`src/shared/irqp_defines.vh`:
```
`ifndef IRQP_DEFINES_VH
`define IRQP_DEFINES_VH

`define IRQP_PRIO_ADDR     8'hB8
`define IRQP_IE_ADDR       8'hA8
`define IRQP_PRIO_RESET    8'h80
`define IRQP_IE_RESET      8'h00
`define IRQP_RSVD_MASK     8'h80
`define IRQP_NUM_SRC       7
`define IRQP_BIT_RSVD      7
`define IRQP_BIT_SPI       6
`define IRQP_BIT_T2        5
`define IRQP_BIT_UART      4
`define IRQP_BIT_T1        3
`define IRQP_BIT_EX1       2
`define IRQP_BIT_T0        1
`define IRQP_BIT_EX0       0
`define IRQP_BIT_GIE       7
`define IRQP_LVL_NONE      2'b00
`define IRQP_LVL_LOW       2'b01
`define IRQP_LVL_HIGH      2'b10

`endif

```
`src/rtl/irqp_select.v`:
```
`include "irqp_defines.vh"

// ****************************************************************
// Fixed-order pick of the lowest-numbered request in one level.
// ****************************************************************
module irqp_select #(
    parameter N = `IRQP_NUM_SRC
) (
    input  wire [N-1:0] req,
    output reg          any,
    output reg  [2:0]   idx
);
    integer i;
    always @* begin
        any = 1'b0;
        idx = 3'b000;
        for (i = N - 1; i >= 0; i = i - 1) begin
            if (req[i]) begin
                any = 1'b1;
                idx = i[2:0];
            end
        end
    end
endmodule // irqp_select

```
`src/rtl/irqp_prio_reg.v`:
```
`include "irqp_defines.vh"

// Behaviour
// priority register at 0xB8, bit access
// bit 6 selects SPI priority
// bit 5 selects timer two priority
// bit 4 selects UART priority
// bit 3 selects timer one priority
// bit 2 selects external input one priority
// bit 1 selects timer zero priority
// bit 0 selects external input zero priority
// bit 7 reserved, read-only, reads one
// high priority served first, may preempt low
// priority acts only under global enable
module irqp_prio_reg #(
    parameter N = `IRQP_NUM_SRC
) (
    input  wire         mclk,
    input  wire         reset,
    input  wire [7:0]   sfr_addr,
    input  wire [7:0]   sfr_wdata,
    input  wire         sfr_wr,
    input  wire         sfr_rd,
    input  wire         sfr_bit_wr,
    input  wire [2:0]   sfr_bit_sel,
    input  wire         sfr_bit_val,
    input  wire [N-1:0] irq_pending,
    input  wire [N-1:0] irq_enable,
    input  wire         global_irq_enable,
    input  wire         irq_ack,
    input  wire         irq_return,
    output reg  [7:0]   sfr_rdata_r,
    output reg          sfr_hit_r,
    output reg  [7:0]   core_interrupt_priority_r,
    output reg          irq_req_r,
    output reg  [2:0]   irq_src_r,
    output reg          irq_high_r,
    output reg  [1:0]   active_lvl_r
);

    // ****************************************************************
    // Register write path.
    // ****************************************************************
    // The address decode is shared by the write and the read paths.
    function prio_sel;
        input [7:0] addr;
        begin
            prio_sel = (addr == `IRQP_PRIO_ADDR);
        end
    endfunction

    // Next value of one writable cell; a byte write wins over a bit write.
    function cell_next;
        input         cur;
        input integer pos;
        input         byte_we;
        input         byte_val;
        input         bit_we;
        input [2:0]   bit_sel;
        input         bit_val;
        begin
            if (byte_we) begin
                cell_next = byte_val;
            end else if (bit_we && (bit_sel == pos[2:0])) begin
                cell_next = bit_val;
            end else begin
                cell_next = cur;
            end
        end
    endfunction

    wire       byte_we_w = prio_sel(sfr_addr) && sfr_wr;
    wire       bit_we_w  = prio_sel(sfr_addr) && sfr_bit_wr;
    wire       rd_hit_w  = prio_sel(sfr_addr) && sfr_rd;
    wire [7:0] core_interrupt_priority_nxt;

    genvar g;
    generate
        for (g = 0; g < `IRQP_BIT_RSVD; g = g + 1) begin : g_cell
            assign core_interrupt_priority_nxt[g] = cell_next(core_interrupt_priority_r[g], g,
                                                              byte_we_w, sfr_wdata[g],
                                                              bit_we_w, sfr_bit_sel, sfr_bit_val);
        end
    endgenerate

    // Reserved bit ignores writes and always holds one.
    assign core_interrupt_priority_nxt[`IRQP_BIT_RSVD] = 1'b1;

    always @(posedge mclk or posedge reset) begin
        if (reset) begin
            core_interrupt_priority_r <= `IRQP_PRIO_RESET;
        end else begin
            core_interrupt_priority_r <= core_interrupt_priority_nxt;
        end
    end

    // ****************************************************************
    // Read path.
    // ****************************************************************
    // Read data shows the value held before a write in the same cycle.
    always @(posedge mclk or posedge reset) begin
        if (reset) begin
            sfr_rdata_r <= 8'h00;
            sfr_hit_r   <= 1'b0;
        end else begin
            sfr_hit_r   <= rd_hit_w;
            sfr_rdata_r <= rd_hit_w ? core_interrupt_priority_r : 8'h00;
        end
    end

    // ****************************************************************
    // Priority resolution.
    // ****************************************************************
    wire serial_periph_prio_sel = core_interrupt_priority_r[`IRQP_BIT_SPI];
    wire timer_two_prio_sel     = core_interrupt_priority_r[`IRQP_BIT_T2];
    wire uart_prio_sel          = core_interrupt_priority_r[`IRQP_BIT_UART];
    wire timer_one_prio_sel     = core_interrupt_priority_r[`IRQP_BIT_T1];
    wire ext_irq_one_prio_sel   = core_interrupt_priority_r[`IRQP_BIT_EX1];
    wire timer_zero_prio_sel    = core_interrupt_priority_r[`IRQP_BIT_T0];
    wire ext_irq_zero_prio_sel  = core_interrupt_priority_r[`IRQP_BIT_EX0];
    wire [`IRQP_NUM_SRC-1:0] prio_all_w = {
        serial_periph_prio_sel,
        timer_two_prio_sel,
        uart_prio_sel,
        timer_one_prio_sel,
        ext_irq_one_prio_sel,
        timer_zero_prio_sel,
        ext_irq_zero_prio_sel
    };
    wire [N-1:0] prio_w  = prio_all_w[N-1:0];
    wire [N-1:0] live_w  = irq_pending & irq_enable & {N{global_irq_enable}};
    wire [N-1:0] hreq_w  = live_w & prio_w;
    wire [N-1:0] lreq_w  = live_w & ~prio_w;
    wire         hany_w;
    wire         lany_w;
    wire [2:0]   hidx_w;
    wire [2:0]   lidx_w;

    irqp_select #(.N(N)) u_high (
        .req (hreq_w),
        .any (hany_w),
        .idx (hidx_w)
    );

    irqp_select #(.N(N)) u_low (
        .req (lreq_w),
        .any (lany_w),
        .idx (lidx_w)
    );

    // ****************************************************************
    // Request selection and handler level.
    // ****************************************************************
    reg       req_nxt;
    reg [2:0] src_nxt;
    reg       high_nxt;
    reg [1:0] lvl_nxt;
    reg       nested_nxt;
    reg       low_nested_r;

    always @* begin
        req_nxt  = 1'b0;
        src_nxt  = 3'b000;
        high_nxt = 1'b0;
        lvl_nxt  = active_lvl_r;
        nested_nxt = low_nested_r;
        // A high request may interrupt a low handler but nothing else.
        if (hany_w && (active_lvl_r != `IRQP_LVL_HIGH)) begin
            req_nxt  = 1'b1;
            src_nxt  = hidx_w;
            high_nxt = 1'b1;
        end else if (lany_w && (active_lvl_r == `IRQP_LVL_NONE)) begin
            req_nxt  = 1'b1;
            src_nxt  = lidx_w;
        end
        case (active_lvl_r)
            `IRQP_LVL_NONE: begin
                if (irq_ack && irq_req_r) begin
                    lvl_nxt = irq_high_r ? `IRQP_LVL_HIGH : `IRQP_LVL_LOW;
                end
            end
            `IRQP_LVL_LOW: begin
                if (irq_ack && irq_req_r && irq_high_r) begin
                    lvl_nxt = `IRQP_LVL_HIGH;
                    nested_nxt = 1'b1;
                end else if (irq_return) begin
                    lvl_nxt = `IRQP_LVL_NONE;
                end
            end
            `IRQP_LVL_HIGH: begin
                // A high handler that preempted a low one resumes the low level.
                if (irq_return) begin
                    lvl_nxt    = low_nested_r ? `IRQP_LVL_LOW : `IRQP_LVL_NONE;
                    nested_nxt = 1'b0;
                end
            end
            default: begin
                lvl_nxt = `IRQP_LVL_NONE;
                nested_nxt = 1'b0;
            end
        endcase
        if (irq_ack) begin
            req_nxt = 1'b0;
        end
    end

    // ****************************************************************
    // Request outputs.
    // ****************************************************************
    always @(posedge mclk or posedge reset) begin
        if (reset) begin
            irq_req_r    <= 1'b0;
            irq_src_r    <= 3'b000;
            irq_high_r   <= 1'b0;
            active_lvl_r <= `IRQP_LVL_NONE;
            low_nested_r <= 1'b0;
        end else begin
            irq_req_r    <= req_nxt;
            irq_src_r    <= src_nxt;
            irq_high_r   <= high_nxt;
            active_lvl_r <= lvl_nxt;
            low_nested_r <= nested_nxt;
        end
    end

endmodule // irqp_prio_reg

```
`config.mk`:
```
export PLATFORM = sky130hd
export DESIGN_NAME = irqp_prio_reg
export DESIGN_NICKNAME = d
export VERILOG_FILES = /design/src/rtl/irqp_select.v /design/src/rtl/irqp_prio_reg.v
export VERILOG_INCLUDE_DIRS = /design/src /design/src/shared
export SDC_FILE = /design/constraint.sdc
export NUM_CORES = 1
export LEC_CHECK = 0
export BUFFER_PORTS_ARGS = -buffer_cell sky130_fd_sc_hd__clkbuf_2
export CAP_MARGIN = 25
export CORE_AREA = 4 4 60 57
export DETAILED_ROUTE_END_ITERATION = 12
export DIE_AREA = 0 0 64 61
export PLACE_DENSITY = 0.92
export SYNTH_ARGS = -nofsm -noshare
export SYNTH_HDL_FRONTEND = slang
export SYNTH_SLANG_ARGS = --single-unit
export TNS_END_PERCENT = 10
```
`constraint.sdc`:
```
create_clock -name mclk -period 2.5 [get_ports mclk]
set_input_delay 0.125 -clock mclk [delete_from_list [all_inputs] [get_ports mclk]]
set_output_delay 0.125 -clock mclk [all_outputs]
set_load 0.02 [all_outputs]
```
==> impl_metrics.csv <==
group,metric,value,unit
logic_synthesis,ys_seq_area_share,44.66,%
logic_synthesis,syn_area,1289,µm²
die,initial_utilization,47.29,%
timing,final-hold-violation-count,0,
timing,final.setup.worst_slack,0.9253,ns
min_path,min_path_cells,2,
setup_path,critPathLaunchType,"flop",
logic_synthesis,synth_top_area_cell,"dfrtp_1",
detailed_routing,ant_nets,0,
cts,post_cts_buffers,0,
timing,slew_violations,0,
final_layout,diodes,0,
power_and_ir_drop,clkPwrFrac,20.7,%
die,row_count,18,
die,die_h,61,µm
timing,finalCritPeriodShare,62.99,%
placed_design,place.gp.congestion,0.8729,
detailed_routing,firstDrtPassIters,4,
cts,worstSkewPairLatency,0.31,ns
detailed_routing,drt_wl_total,3384,µm
setup_path,timing.rr.start,"core_interrupt_priority_r[4]",
timing,grt_setup_unrepaired,"false",
die,pin_count,66,
cts,clockRootBuffer,"clkbuf_4",
cts,clockBufferDepth,2,
timing,max_freq,635.0,MHz
logic_synthesis,syn_avg_cell_area,9.763,µm²
setup_path,critPathSlowestCell,"dfrtp_1",
cts,cts_max_level,1,
logic_synthesis,synth_ff_type,"dfrtp_1",
detailed_routing,avgViaCountPerCell,5.640,
die,die-area,3904,µm²
setup_path,cp_data_required_time,2.70,ns
logic_synthesis,syn_inst,132,
logic_synthesis,ys_types,33,
grt,grt-ovfl-total,0,
detailed_routing,post_drt_wl_per_cell,14.34,µm
final_layout,drive_gt1_share,35.20,%
power_and_ir_drop,combinationalPowerShare,27.3,%
grt,grt_pass1_wl,5223,µm
setup_path,cp.arrival,1.77,ns
placed_design,portBuffers,63,
setup_path,rr_worst_depth,4,
logic_synthesis,ys_ff_latch,23,
logic_synthesis,synthArstFlopShare,100.0,%
min_path,hp-class,"in2reg",
power_and_ir_drop,internal-power,0.0005639,W
min_path,hp-start,"irq_return",
setup_path,regToRegSetupSlack,0.93,ns
die,core,2725,µm²
setup_path,regToRegEndpoint,"irq_src_r[0]",
die,die_x,64,µm
setup_path,critPathKind,"reg2reg",
final_layout,area_delta_synth_final,29.90,%
placed_design,pre_cts_ws,0.7807,ns
timing,clock_skew,0.002495,ns
cts,numCtsBuffers,3,
final_layout,utilization,61.43,%
cts,cts_tree,"built",
final_layout,seqCellArea,575.6,µm²
power_and_ir_drop,p_per_area,503.9,nW/µm²
power_and_ir_drop,ir_drop,273.6,µV
final_layout,multi_input_area,674.4,µm²
grt,grtUsageTotal,17.38,%
min_path,holdPathEnd,"active_lvl_r[1]",
final_layout,finalInstanceArea,1674,µm²
detailed_routing,vias,1331,
logic_synthesis,synth_top_area_share,44.66,%
logic_synthesis,yosysWarningCount,0,
power_and_ir_drop,design_power_total,0.0008435,W
grt,grt_pass1_vias,1212,
grt,grt_max_degree,24,
cts,cts_sinks,23,
grt,antenna_found_initial,0,
run,drv_cap,0,
timing,finalCriticalPeriod,1.575,ns
logic_synthesis,synth.net_count,174,
final_layout,fillCellCount,237,
detailed_routing,drtIter0Drc,80,
setup_path,cp_slowest_stage_delay,0.46,ns
setup_path,crit_path_max_fanout,6,
detailed_routing,drcViolationCount,0,
final_layout,nets,239,
cts,path_clk_slew,0.13,ns
timing,setup_viol,0,
placed_design,dpl.hpwl,2753,µm
placed_design,place_area,1627,µm²
logic_synthesis,synth_area_leaders,"dfrtp_1 45%, mux2i_1 5.4%, nand4b_1 4.8%, nand4_1 4.4%, a21oi_1 3.9%",
timing,tightest_slew,0.8334,ns
run_status,status,"finished, final reports clean",
power_and_ir_drop,leakagePower,0.8655,nW
setup_path,end_kind,"flop",
power_and_ir_drop,switching_power,0.0002796,W
power_and_ir_drop,power_frac_seq,52.0,%
timing,slew_headroom,44.38,%
power_and_ir_drop,power_switching_share,33.15,%
logic_synthesis,synth_edf_count,0,
setup_path,crit_chain,"and4_1 > or3_1 > o211ai_1 > o32ai_1",
timing,tns,0,ns
-- registers in the layout, summed over array words and instances (netlist names) --
name,cells
sfr_hit_r,1
irq_high_r,1
core_interrupt_priority_r,7
sfr_rdata_r,7
low_nested_r,1
active_lvl_r,2
irq_req_r,1
irq_src_r,3
-- metal layers --
metal  part of all wire (%)  GRT usage (%)  vias up
met1                     42          20.30      619
met5                      0              0        -
li1                       -              -      637
met4                   0.92          4.923        0
met2                     49          31.66       71
met3                    8.2          4.815        4
-- kinds of logic after synthesis --
| family | share of synthesized area, % |
|---|---|
| other | 0.2910 |
| multiplexers | 5.437 |
| AO/OA/AOI/OAI | 13.40 |
| flip-flops | 44.66 |
| AND/OR/NAND/NOR | 33.20 |
| buffers and inverters | 3.009 |
-- repair_timing --
action | 4_1_cts | 5_1_grt
hold buffers | 2 | 0
setup endpoints to repair | 0 | 0
hold endpoints to repair | 24 | 0
resized for setup | 0 | 0
-- critical path, delay by kind of cell (launching register included) --
| kind | cells | cell delay, ns |
|---|---|---|
| AO/OA/AOI/OAI | 2 | 0.40 |
| flip-flops | 1 | 0.46 |
| AND/OR/NAND/NOR | 2 | 0.60 |
-- stage by stage --
step,hold WS (ns),std cells
4_1_cts,0.01673,236
5_1_grt,0.02587,236
3_5_place_dp,0.3151,230
3_3_place_gp,0.3016,230
6_report,0.02092,236
2_1_floorplan,0.1269,132
-- Yosys cell counts, types with 2 or more instances --
| cell type | instances |
|---|---|
| nor4_1 | 5 |
| nor2_1 | 9 |
| clkbuf_1 | 2 |
| nand4_1 | 9 |
| o21ai_0 | 5 |
| nand2_1 | 3 |
| nor3b_1 | 3 |
| o211ai_1 | 4 |
| o22ai_1 | 4 |
| a21oi_1 | 10 |
| inv_1 | 3 |
| and4b_1 | 2 |
| and3_1 | 2 |
| nand4b_1 | 7 |
| a21boi_0 | 2 |
| mux2i_1 | 7 |
| dfrtp_1 | 23 |
| and4_1 | 4 |
| nand3_1 | 5 |
| and2_1 | 7 |
| nand2b_1 | 2 |
| nor4b_1 | 2 |
| buf_4 | 2 |
-- final cells by class --
type | instances | share of cell area (%)
Sequential cell | 23 | 34.38
Multi-Input combinational cell | 101 | 40.28
Clock buffer | 3 | 1.345
Clock inverter | 1 | 0.2990
Timing Repair Buffer | 65 | 20.03
Tap cell | 40 | 2.990
Inverter | 3 | 0.6726
-- how the worst max path moves through the flow --
stage	cells after the start	from	to
final	4	core_interrupt_priority_r[4]	irq_src_r[0]
after global routing	4	core_interrupt_priority_r[4]	irq_src_r[0]
after detailed placement	5	sfr_addr[6]	core_interrupt_priority_r[5]
after global placement	5	sfr_addr[6]	core_interrupt_priority_r[0]
after floorplan	4	core_interrupt_priority_r[4]	irq_src_r[0]
after CTS	4	core_interrupt_priority_r[4]	irq_src_r[0]
-- layout by cell type, fill, tap and decap left out, types with 3 or more instances in the layout --
cell type   n
nand4_1     9
dfrtp_1    23
o211ai_1    4
a21oi_1    10
clkbuf_2   63
o22ai_1     4
clkbuf_4    3
o21ai_0     5
nand2_1     3
nor4_1      5
and4_1      4
inv_1       3
nand3_1     5
nor2_1      9
and2_1      7
nor3b_1     3
mux2i_1     7
nand4b_1    7
-- power by group through the flow --
stage | logic, W | clock network [W] | registers, W
CTS | 0.000230 | 0.000179 | 0.000440
global route | 0.000252 | 0.000192 | 0.000444
floorplan | 0.000102 | 0 | 0.000475
finish | 0.000230 | 0.000175 | 0.000439
detailed placement | 0.000227 | 0 | 0.000447
global placement | 0.000223 | 0 | 0.000445
Note: power is estimated with default switching activity, not from simulation.
